==> config.mk <==
export PLATFORM = sky130hd
export DESIGN_NAME = cpu_irq_ctrl
export DESIGN_NICKNAME = d
export VERILOG_FILES = /design/src/design/irq_ctrl_pkg.sv /design/src/design/pin_sync2.sv /design/src/design/first_set_picker.sv /design/src/design/cpu_irq_ctrl.sv
export SDC_FILE = /design/constraint.sdc
export NUM_CORES = 1
export LEC_CHECK = 0
export BUFFER_PORTS_ARGS = -buffer_cell sky130_fd_sc_hd__buf_2
export CAP_MARGIN = 10
export CORE_ASPECT_RATIO = 0.75
export CORE_UTILIZATION = 60
export CTS_CLUSTER_DIAMETER = 40
export DETAILED_ROUTE_END_ITERATION = 16
export GPL_TIMING_DRIVEN = 0
export HOLD_SLACK_MARGIN = 0.1
export PLACE_DENSITY = 0.84
export SLEW_MARGIN = 20
export SYNTH_ARGS = -nofsm -noshare
export SYNTH_HDL_FRONTEND = slang
export SYNTH_HIERARCHICAL = 1
export SYNTH_SLANG_ARGS = --single-unit
==> constraint.sdc <==
create_clock -name clk_i -period 6.4 [get_ports clk_i]
set_input_delay 1.28 -clock clk_i [delete_from_list [all_inputs] [get_ports clk_i]]
set_output_delay 1.28 -clock clk_i [all_outputs]
set_load 0.1 [all_outputs]
==> src/design/irq_ctrl_pkg.sv <==
`default_nettype none
package irq_ctrl_pkg;
	// ***********************************
	// register addresses
	// ***********************************
	localparam logic [7:0] ADDR_EXT_FLAGS = 8'h91;
	localparam logic [7:0] ADDR_ENABLE_MAIN = 8'ha8;
	localparam logic [7:0] ADDR_PRIO_MAIN = 8'hb8;
	localparam logic [7:0] ADDR_EXT_CTRL = 8'hd8;
	localparam logic [7:0] ADDR_EXT_ENABLES = 8'he8;
	localparam logic [7:0] ADDR_EXT_PRIO = 8'hf8;

	// ***********************************
	// fields and fixed read values
	// ***********************************
	localparam int GATE_BIT = 7;
	localparam int BAUD_BIT = 7;
	localparam int PDF_BIT = 3;
	localparam int EXT_FLAG_LSB = 4;
	localparam int EXT_W = 5;
	localparam int EXT_FLAG_W = 4;
	localparam int MAIN_W = 7;
	localparam logic [7:0] EXT_RSVD_ONES = 8'he0;
	localparam logic [7:0] FLAGS_RSVD_ONES = 8'h08;
	localparam logic [7:0] CTRL_RSVD_ONES = 8'h40;
	localparam logic [7:0] PRIO_RSVD_ONES = 8'h80;
	localparam logic [7:0] READ_IDLE = 8'h00;

	// ***********************************
	// interrupt numbers, lowest polls first
	// ***********************************
	localparam int NUM_SRC = 13;
	localparam int NUM_W = 4;
	localparam int SRC_IO0 = 0;
	localparam int SRC_T0 = 1;
	localparam int SRC_IO1 = 2;
	localparam int SRC_T1 = 3;
	localparam int SRC_T2 = 5;
	localparam int SRC_UART1 = 6;
	localparam int SRC_EXT8 = 8;
	localparam int SRC_PD = 12;

	typedef struct packed {
		logic timer0_overflow_flag;
		logic timer1_overflow_flag;
		logic timer2_overflow_flag;
		logic timer2_external_flag;
		logic uart1_tx_done_flag;
		logic uart1_rx_done_flag;
		logic [EXT_FLAG_W-1:0] ext_event;
		logic power_down_event;
	} periph_events_t;

	typedef struct packed {
		logic ack;
		logic reti;
	} core_ctrl_t;
endpackage
`default_nettype wire

==> src/design/pin_sync2.sv <==
`default_nettype none
module pin_sync2 #(
	parameter logic RESET_VAL = 1'b1
) (
	input wire logic clk_i,
	input wire logic rstn_i,
	input wire logic pin_i,
	output logic sync_o
);
	logic stage1;

	always_ff @(posedge clk_i or negedge rstn_i)
	begin
		if (!rstn_i)
		begin
			stage1 <= RESET_VAL;
			sync_o <= RESET_VAL;
		end
		else
		begin
			stage1 <= pin_i;
			sync_o <= stage1;
		end
	end
endmodule
`default_nettype wire

==> src/design/first_set_picker.sv <==
`default_nettype none
module first_set_picker #(
	parameter int N = 13,
	parameter int W = 4
) (
	input wire logic [N-1:0] req_i,
	output logic found_o,
	output logic [W-1:0] idx_o
);
	// scan downward so the lowest set index wins
	always_comb
	begin
		found_o = 1'b0;
		idx_o = '0;
		for (int i = N - 1; i >= 0; i--)
		begin
			if (req_i[i])
			begin
				found_o = 1'b1;
				idx_o = W'(i);
			end
		end
	end
endmodule
`default_nettype wire

==> src/design/cpu_irq_ctrl.sv <==
`default_nettype none
// Functional notes
// - global gate off blocks all interrupts
// - uart1 enable gates tx and rx flags
// - timer2 enable gates overflow and external flags
// - timer1 enable gates timer1 overflow
// - timer0 enable gates timer0 overflow
// - io enables gate falling edge or low
// - extended enables for interrupts 8 to 12
// - flags of interrupts 11..8 in bits 7..4
// - software set flag raises enabled request
// - power-down flag repeats request until cleared
// - software set power-down flag raises request
// - baud doubler bit doubles uart1 rate
// - reserved bits read fixed values, except reserved enable bit 4 and main priority bit 4, which read back as written
// - main priority bits select level per source
// - extended priority bits select level 8..12
// - level one preempts level zero only
// - same level requests follow polling order
module cpu_irq_ctrl (
	input wire logic clk_i,
	input wire logic rstn_i,
	input wire logic [7:0] sfr_addr_i,
	input wire logic sfr_wr_i,
	input wire logic sfr_rd_i,
	input wire logic [7:0] sfr_wdata_i,
	output logic [7:0] sfr_rdata_o,
	input wire irq_ctrl_pkg::periph_events_t events_i,
	input wire logic io_irq0_pin_i,
	input wire logic io_irq1_pin_i,
	input wire logic [1:0] io_edge_mode_i,
	input wire irq_ctrl_pkg::core_ctrl_t core_i,
	output logic irq_req_o,
	output logic [irq_ctrl_pkg::NUM_W-1:0] irq_num_o,
	output logic irq_level_o,
	output logic uart1_baud_doubler_o
);
	localparam int N = irq_ctrl_pkg::NUM_SRC;
	localparam int NW = irq_ctrl_pkg::NUM_W;

	// ***********************************
	// registers
	// ***********************************
	logic [7:0] interrupt_enable_main;
	logic [irq_ctrl_pkg::MAIN_W-1:0] priority_select_main;
	logic [irq_ctrl_pkg::EXT_W-1:0] extended_irq_enables;
	logic [irq_ctrl_pkg::EXT_W-1:0] extended_priority_select;
	logic [irq_ctrl_pkg::EXT_FLAG_W-1:0] ext_flags;
	logic power_down_flag;
	logic [1:0] io_edge_flag;
	logic [1:0] io_prev;
	logic hi_busy;
	logic lo_busy;
	logic [N-1:0] active_q;
	logic [N-1:0] prio_q;

	// ***********************************
	// pin synchronisers
	// ***********************************
	logic io0_sync;
	logic io1_sync;

	pin_sync2 #(.RESET_VAL(1'b1)) u_sync_io0 (
		.clk_i(clk_i),
		.rstn_i(rstn_i),
		.pin_i(io_irq0_pin_i),
		.sync_o(io0_sync)
	);

	pin_sync2 #(.RESET_VAL(1'b1)) u_sync_io1 (
		.clk_i(clk_i),
		.rstn_i(rstn_i),
		.pin_i(io_irq1_pin_i),
		.sync_o(io1_sync)
	);

	// ***********************************
	// address decode
	// ***********************************
	wire logic wr_flags = sfr_wr_i && sfr_addr_i == irq_ctrl_pkg::ADDR_EXT_FLAGS;
	wire logic wr_en_main = sfr_wr_i && sfr_addr_i == irq_ctrl_pkg::ADDR_ENABLE_MAIN;
	wire logic wr_prio_main = sfr_wr_i && sfr_addr_i == irq_ctrl_pkg::ADDR_PRIO_MAIN;
	wire logic wr_ctrl = sfr_wr_i && sfr_addr_i == irq_ctrl_pkg::ADDR_EXT_CTRL;
	wire logic wr_ext_en = sfr_wr_i && sfr_addr_i == irq_ctrl_pkg::ADDR_EXT_ENABLES;
	wire logic wr_ext_prio = sfr_wr_i && sfr_addr_i == irq_ctrl_pkg::ADDR_EXT_PRIO;
	wire logic global_irq_gate = interrupt_enable_main[irq_ctrl_pkg::GATE_BIT];

	// ***********************************
	// source, enable and level vectors
	// ***********************************
	wire logic [1:0] io_pin_low = {~io1_sync, ~io0_sync};
	wire logic [1:0] io_fall = io_prev & io_pin_low;
	wire logic [1:0] io_req = (io_edge_mode_i & io_edge_flag) | (~io_edge_mode_i & io_pin_low);
	logic [N-1:0] src_flags;
	logic [N-1:0] src_enables;
	logic [N-1:0] src_prio;
	logic [N-1:0] active;

	always_comb
	begin
		src_flags = '0;
		src_flags[irq_ctrl_pkg::SRC_IO0] = io_req[0];
		src_flags[irq_ctrl_pkg::SRC_T0] = events_i.timer0_overflow_flag;
		src_flags[irq_ctrl_pkg::SRC_IO1] = io_req[1];
		src_flags[irq_ctrl_pkg::SRC_T1] = events_i.timer1_overflow_flag;
		src_flags[irq_ctrl_pkg::SRC_T2] = events_i.timer2_overflow_flag | events_i.timer2_external_flag;
		src_flags[irq_ctrl_pkg::SRC_UART1] = events_i.uart1_tx_done_flag | events_i.uart1_rx_done_flag;
		src_flags[irq_ctrl_pkg::SRC_EXT8 +: irq_ctrl_pkg::EXT_FLAG_W] = ext_flags;
		src_flags[irq_ctrl_pkg::SRC_PD] = power_down_flag;
		src_enables = '0;
		src_enables[irq_ctrl_pkg::SRC_UART1:irq_ctrl_pkg::SRC_IO0] = interrupt_enable_main[irq_ctrl_pkg::MAIN_W-1:0];
		src_enables[irq_ctrl_pkg::SRC_EXT8 +: irq_ctrl_pkg::EXT_W] = extended_irq_enables;
		// the reserved serial enable steers nothing
		src_enables[irq_ctrl_pkg::SRC_T2 - 1] = 1'b0;
		src_prio = '0;
		src_prio[irq_ctrl_pkg::SRC_UART1:irq_ctrl_pkg::SRC_IO0] = priority_select_main;
		src_prio[irq_ctrl_pkg::SRC_EXT8 +: irq_ctrl_pkg::EXT_W] = extended_priority_select;
		active = src_flags & src_enables & {N{global_irq_gate}};
	end

	// ***********************************
	// priority resolution
	// ***********************************
	logic hi_found;
	logic lo_found;
	logic [NW-1:0] hi_idx;
	logic [NW-1:0] lo_idx;

	first_set_picker #(.N(N), .W(NW)) u_pick_hi (
		.req_i(active & src_prio),
		.found_o(hi_found),
		.idx_o(hi_idx)
	);

	first_set_picker #(.N(N), .W(NW)) u_pick_lo (
		.req_i(active & ~src_prio),
		.found_o(lo_found),
		.idx_o(lo_idx)
	);

	// level one may enter over a level-zero handler, level zero never preempts
	wire logic grant_hi = hi_found && !hi_busy;
	wire logic grant_lo = lo_found && !hi_busy && !lo_busy;
	wire logic next_req = (grant_hi || grant_lo) && !core_i.ack;
	wire logic [NW-1:0] next_num = grant_hi ? hi_idx : lo_idx;
	wire logic ack_edge0 = core_i.ack && irq_num_o == NW'(irq_ctrl_pkg::SRC_IO0);
	wire logic ack_edge1 = core_i.ack && irq_num_o == NW'(irq_ctrl_pkg::SRC_IO1);

	// ***********************************
	// read mux
	// ***********************************
	logic [7:0] read_val;

	always_comb
	begin
		if (sfr_addr_i == irq_ctrl_pkg::ADDR_EXT_FLAGS)
			read_val = {ext_flags, 4'h0} | irq_ctrl_pkg::FLAGS_RSVD_ONES;
		else if (sfr_addr_i == irq_ctrl_pkg::ADDR_ENABLE_MAIN)
			read_val = interrupt_enable_main;
		else if (sfr_addr_i == irq_ctrl_pkg::ADDR_PRIO_MAIN)
			read_val = {1'b0, priority_select_main} | irq_ctrl_pkg::PRIO_RSVD_ONES;
		else if (sfr_addr_i == irq_ctrl_pkg::ADDR_EXT_CTRL)
			read_val = {uart1_baud_doubler_o, 3'h0, power_down_flag, 3'h0} | irq_ctrl_pkg::CTRL_RSVD_ONES;
		else if (sfr_addr_i == irq_ctrl_pkg::ADDR_EXT_ENABLES)
			read_val = {3'h0, extended_irq_enables} | irq_ctrl_pkg::EXT_RSVD_ONES;
		else if (sfr_addr_i == irq_ctrl_pkg::ADDR_EXT_PRIO)
			read_val = {3'h0, extended_priority_select} | irq_ctrl_pkg::EXT_RSVD_ONES;
		else
			read_val = irq_ctrl_pkg::READ_IDLE;
	end

	// ***********************************
	// configuration registers
	// ***********************************
	always_ff @(posedge clk_i or negedge rstn_i)
	begin
		if (!rstn_i)
		begin
			interrupt_enable_main <= 8'h00;
			priority_select_main <= '0;
			extended_irq_enables <= '0;
			extended_priority_select <= '0;
			uart1_baud_doubler_o <= 1'b0;
			sfr_rdata_o <= 8'h00;
		end
		else
		begin
			if (wr_en_main)
				interrupt_enable_main <= sfr_wdata_i;
			if (wr_prio_main)
				priority_select_main <= sfr_wdata_i[irq_ctrl_pkg::MAIN_W-1:0];
			if (wr_ext_en)
				extended_irq_enables <= sfr_wdata_i[irq_ctrl_pkg::EXT_W-1:0];
			if (wr_ext_prio)
				extended_priority_select <= sfr_wdata_i[irq_ctrl_pkg::EXT_W-1:0];
			if (wr_ctrl)
				uart1_baud_doubler_o <= sfr_wdata_i[irq_ctrl_pkg::BAUD_BIT];
			if (sfr_rd_i)
				sfr_rdata_o <= read_val;
		end
	end

	// ***********************************
	// event flags, set wins over clear
	// ***********************************
	always_ff @(posedge clk_i or negedge rstn_i)
	begin
		if (!rstn_i)
		begin
			ext_flags <= '0;
			power_down_flag <= 1'b0;
			io_edge_flag <= 2'b00;
			io_prev <= 2'b00;
		end
		else
		begin
			// only a write clears the ext and power-down flags, an ack clears the io edge flags
			ext_flags <= (wr_flags ? sfr_wdata_i[irq_ctrl_pkg::EXT_FLAG_LSB +: irq_ctrl_pkg::EXT_FLAG_W] : ext_flags)
				| events_i.ext_event;
			power_down_flag <= (wr_ctrl ? sfr_wdata_i[irq_ctrl_pkg::PDF_BIT] : power_down_flag)
				| events_i.power_down_event;
			io_edge_flag <= (io_edge_flag & ~{ack_edge1, ack_edge0}) | io_fall;
			io_prev <= ~io_pin_low;
		end
	end

	// ***********************************
	// service tracking and request output
	// ***********************************
	always_ff @(posedge clk_i or negedge rstn_i)
	begin
		if (!rstn_i)
		begin
			hi_busy <= 1'b0;
			lo_busy <= 1'b0;
			irq_req_o <= 1'b0;
			irq_num_o <= '0;
			irq_level_o <= 1'b0;
			active_q <= '0;
			prio_q <= '0;
		end
		else
		begin
			if (core_i.ack && irq_level_o)
				hi_busy <= 1'b1;
			else if (core_i.reti && hi_busy)
				hi_busy <= 1'b0;
			if (core_i.ack && !irq_level_o)
				lo_busy <= 1'b1;
			else if (core_i.reti && !hi_busy)
				lo_busy <= 1'b0;
			irq_req_o <= next_req;
			irq_num_o <= next_num;
			irq_level_o <= grant_hi;
			active_q <= active;
			prio_q <= src_prio;
		end
	end

	wire logic [N-1:0] lower_mask = N'((N'(1) << irq_num_o) - N'(1));
	wire logic [N-1:0] same_level = irq_level_o ? prio_q : ~prio_q;
	wire logic wdata_baud = sfr_wdata_i[irq_ctrl_pkg::BAUD_BIT];
endmodule
`default_nettype wire

# After elaboration in Yosys (flattened, before gate mapping)
# Index checks and enable logic that the tools add are counted.
# W data, S select, Z words.
# word_totals
reg_bits	55
latchBits	0
mem_bits_rw	0
rom_bits	0
input_bits	37
word_cells	135
n_memories	0
# op_classes
add_sub_neg	0
multipliers	0
div	0
n_lt_le_gt_ge	0
eq_ne	7
n_shift	0
muxes	65
bitwise_logic	20
reduce_logical	24
# ops
cell	n
$mux W4	28
$and A13 B13 Y13	4
$eq A8 B8 Y1 const B	6
$mux W8	6
$mux W1	31
$logic_and A1 B1 Y1	16
$not A13 Y13	1
$and A2 B2 Y2	4
$not A2 Y2	3
$eq A4 B2 Y1 const B	1
$logic_not A1 Y1	4
$logic_not A4 Y1	1
$or A2 B2 Y2	2
$or A4 B4 Y4	1
$reduce_bool A2 Y1	2
$or A1 B1 Y1	3
$not A1 Y1	2
$logic_or A1 B1 Y1	1

# Logic depth before layout (Yosys ltp)
# logic_depth
ltp_word	23
depth_mapped	9

# Cells and area by module
# Netlist, hierarchy kept.
# by_module_without_submodules
module	n_inst	cells_each	area_per_inst_um2	seq_area_each_um2
cpu_irq_ctrl	1	244	2539.9	1276.2
first_set_picker	2	24	156.4	0.0
pin_sync2	2	2	52.6	52.6

# Worst setup path before layout
# Ideal clock, no wire load.
# synth_timing
path_kind	input port to flip-flop
startpoint	in io_edge_mode_i[1]
endpoint	reg irq_num_o[0] (netlist name)
arrival_ns	2.565
required_ns	6.275
setup_slack_ns	3.711
cell_stages	8
cell_sequence	o21ai_0 > nand3_1 > nor2_1 > nor4_4 > nand3_1 > nor2b_1 > clkbuf_1 > mux2_2
# synth_between
elab_chain_len	11
# synth_rtl
item	line	text
from (decl)	cpu_irq_ctrl.sv:31	input wire logic [1:0] io_edge_mode_i,
$not A2 Y2	cpu_irq_ctrl.sv:93	wire logic [1:0] io_req = (io_edge_mode_i & io_edge_flag) | (~io_edge_mode_i & io_pin_low);
$and A2 B2 Y2	cpu_irq_ctrl.sv:93	
$or A2 B2 Y2 *	cpu_irq_ctrl.sv:93	
$and A13 B13 Y13 * (2 in series)	cpu_irq_ctrl.sv:118	active = src_flags & src_enables & {N{global_irq_gate}};
$and A13 B13 Y13 *	cpu_irq_ctrl.sv:130	.req_i(active & src_prio),
$mux W1 * (3 in series)	first_set_picker.sv:17	if (req_i[i])
named net hi_found	cpu_irq_ctrl.sv:124	logic hi_found;
$logic_and A1 B1 Y1 *	cpu_irq_ctrl.sv:142	wire logic grant_hi = hi_found && !hi_busy;
named net grant_hi	cpu_irq_ctrl.sv:142	
$mux W4 *	cpu_irq_ctrl.sv:145	wire logic [NW-1:0] next_num = grant_hi ? hi_idx : lo_idx;
named net next_num[0]	cpu_irq_ctrl.sv:145	
to (signal assigned)	cpu_irq_ctrl.sv:253	irq_num_o <= next_num;
to (decl)	cpu_irq_ctrl.sv:34	output logic [irq_ctrl_pkg::NUM_W-1:0] irq_num_o,
# Mark *: on every way through the listed nets, which the timed path passes. The rest lies on a longest branch.
# A chain may end at the register's enable or synchronous reset.

# Worst setup path in the final report
# layout_timing
startpoint	in io_edge_mode_i[1]
endpoint	reg irq_num_o[3] (netlist name)
# The elaborated chain is that of the path after synthesis.

==> summary.md <==
| Metric | Value |
|---|---|
| R2r setup slk | 3880 ps |
| Hold_buf cts | 0 |
| Highest clock rate | 371 MHz |
| CTS tree | yes |
| Crit-path cells | buf_2 > o21ai_0 > nand3_1 > nor2_1 > nor4_4 > nand3_1 > nor2b_1 > clkbuf_1 > mux2_2 |
| Most common cell after layout, fill and taps aside | dfrtp_1 |
| Port bufs | 49 |
| Chip Width | 83.1 um |
| Slowest stage delay, CP | 360 ps |
| Main flop type after synthesis | dfrtp_1 |
| Switching Share | 0.309 |
| Clock slew at reported path FFs | 90 ps |
| Worst VDD drop | 0.151 mV |
| Routed WL per cell | 17.5 um |
| Clock latency on the worst-skew pair | 310 ps |
| Most used cell, CP | nand3_1 |
| Internal Pwr Total | 482 uW |
| CTS root buffer | clkbuf_8 |
| Minimum clock period | 2690 ps |
| CP Launch Type | input pin |
| # diodes | 0 |
| Area contributors post-synth | dfrtp_1 (43%), mux2_2 (12%), nor2_1 (4.8%) |
| IO Count | 52 |
| CTS Buf Count | 5 |
| Static leakage | 1.60 nW |
| EDFF count, synth | 0 |
| R2r worst-path depth | 9 |
| Power density over the cells | 204 nW/um^2 |
| Worst r2r src | interrupt_enable_main[7] |
| Final #Nets | 402 |
| Sequential share of power | 0.547 |
| Final wirelength | 7.39 mm |
| Hold crit path type | reg -> reg |
| Run status | complete, no violations |
| First-pass GRT wire length | 12.3 mm |
| Final-report hold violation count | 0 |
| Mapped Cells | 296 |
| Layout cells sized above 1 | 0.303 |
| Synth Area per Inst | 9.99 um^2 |
| Die height | 62.8 um |
| H-tree depth | 2 |
| Setup TNS | 0 ps |
| Vias | 2508 |
| DR vias/cell | 5.93 |
| Async SR Flop Fraction | 1.00 |
| Crit Path Max Fanout | 5 |
| Post-synth top area share | 0.431 |
| CP Capture Type | register |
| Clock power frac | 0.282 |
| DP HPWL | 5.80 mm |
| Critical path class | in -> reg |
| Worst Hold Launch | u_sync_io0/stage1 |
| Worst slew margin | 0.551 |
| Max Cap Viol | 0 |
| Slew Viols, Final | 0 |
| Largest net degree at the start of global routing | 56 |
| Synth warn | 6 |
| Rows | 21 |
| CORE AREA | 4600 um^2 |
| Starting DRT DRC Count | 235 |
| Initial Utilization | 0.643 |
| Hold Path Cell Cnt | 0 |
| Netlist cell types | 49 |
| Seq/Total Area, Yosys | 0.467 |
| Number of antenna-violating nets in the routed design | 0 |
| DRT Pass-1 Iters | 5 |
| Die ar. | 5220 um^2 |
| #FFs+latches synth | 55 |
| Clock sinks | 55 |
| Tot GR Track Use | 0.311 |
| CTS resizes | 0 |
| Synthesis-to-finish area growth | 15.5% |
| Hold worst-path end | u_sync_io0/sync_o |
| Worst endpoint required time | 6600 ps |
| Drt drc | 0 |
| Aggregate global routing overflow | 0 |
| Vias in the first global route | 2406 |
| Worst R2R End | irq_num_o[3] |
| Most frequent cells in the layout | dfrtp_1 (51), buf_2 (49), nor2_1 (38), mux2_2 (31), inv_1 (23) |
| Comb power frac | 0.171 |
| CTS Buffer Depth | 2 |
| Slowest CP cell | mux2_2 |
| Final critical-path share of the clock period | 0.421 |
| Setup Buffers After CTS | 0 |
| Routability Congestion | 0.955 |
| Worst-Margin Slew | 673 ps |
| Number of antenna violations at the first check in global routing | 0 |
| Net switching power | 216 uW |
| Tot Pwr | 698 uW |
| Final setup viols | 0 |
| Netlist Area Pre-Place | 2960 um^2 |
| Cell taking the most area after synthesis | dfrtp_1 |
| Worst clock skew | 7.89 ps |
| Worst EP arrival | 2890 ps |
| RSZ-0062 raised after global routing | false |
[worst max-delay path by stage]
stage                                  from           end  slack [ps]  cells after the start
final                     io_edge_mode_i[1]  irq_num_o[3]        3710                      9
after global routing      io_edge_mode_i[0]  irq_num_o[3]        3550                      9
after CTS                 io_edge_mode_i[1]  irq_num_o[3]        3720                      9
after detailed placement  io_edge_mode_i[1]  irq_num_o[3]        3390                      9
after global placement    io_edge_mode_i[1]  irq_num_o[3]        3420                      9
after floorplan           io_edge_mode_i[1]  irq_num_o[0]        3710                      8
[layout make-up]
type / count / area, um^2
Tap cell: 57 / 71.3
Fill cell: 348 / 1180
Sequential cell: 55 / 1380
Multi-Input combinational cell: 220 / 1490
Timing Repair Buffer: 49 / 248
Buffer: 8 / 38.8
Clock inverter: 2 / 17.5
Inverter: 26 / 97.6
Clock buffer: 6 / 72.6
[through the flow]
| stage | instance area (um^2) | hold WS [ps] | cells | utilization | setup slack [ps] |
|---|---|---|---|---|---|
| floorplan | 3010 | 345 | 309 | - | 3710 |
| global placement | 3320 | 346 | 415 | 0.723 | 3420 |
| detailed placement | 3330 | 349 | 415 | 0.723 | 3390 |
| CTS | 3420 | 363 | 423 | 0.743 | 3720 |
| global route | 3420 | 369 | 423 | 0.743 | 3550 |
| finish | 3420 | 361 | 423 | 0.743 | 3710 |
[sequential cells by signal, indices dropped and copies added, names as in the netlist]
name                      cells
ext_flags                     4
extended_irq_enables          5
extended_priority_select      5
hi_busy                       1
interrupt_enable_main         8
io_edge_flag                  2
io_prev                       2
irq_level_o                   1
irq_num_o                     4
irq_req_o                     1
lo_busy                       1
power_down_flag               1
priority_select_main          7
sfr_rdata_o                   8
u_sync_io0/stage1             1
u_sync_io0/sync_o             1
u_sync_io1/stage1             1
u_sync_io1/sync_o             1
uart1_baud_doubler_o          1
[per-layer routing]
metal,global-route usage,vias to the layer above,part of all wire
li1,-,1179,-
met1,0.468,1174,0.45
met2,0.442,138,0.43
met3,0.0885,17,0.11
met4,0.0797,0,0.014
met5,0,-,0
[Yosys cell counts, drive strengths merged, types with 3 or more instances]
cell	n
a31oi	5
mux2	31
o21ai	17
nand3b	7
o31ai	3
clkbuf	5
nand2b	5
o32ai	3
dfrtp	51
nand2	17
nor2	38
a32oi	4
nor2b	5
and3	4
inv	26
nor4	7
dfstp	4
nor3	6
a21oi	8
nand3	19
buf	3
[cells by family after synthesis]
logic type / Yosys count / synth area share
DFF: 55 / 0.467
muxes: 32 / 0.121
other: 1 / 0.00127
AOI/OAI and AO/OA: 53 / 0.117
and+or+nand+nor: 121 / 0.247
buffers and inverters: 34 / 0.0461
[power by group through the flow]
stage	logic (mW)	registers (mW)	clock network, mW
CTS	0.120	0.381	0.200
floorplan	0.0422	0.422	0
detailed placement	0.119	0.388	0
finish	0.120	0.382	0.197
global route	0.130	0.384	0.218
global placement	0.117	0.386	0
[worst max-delay path: cells and delay by family]
family,cells,cell delay (ps)
and+or+nand+nor,5,750
AOI/OAI and AO/OA,1,170
buffers and inverters,2,330
muxes,1,360
Note: power is estimated with default switching activity, not from simulation.
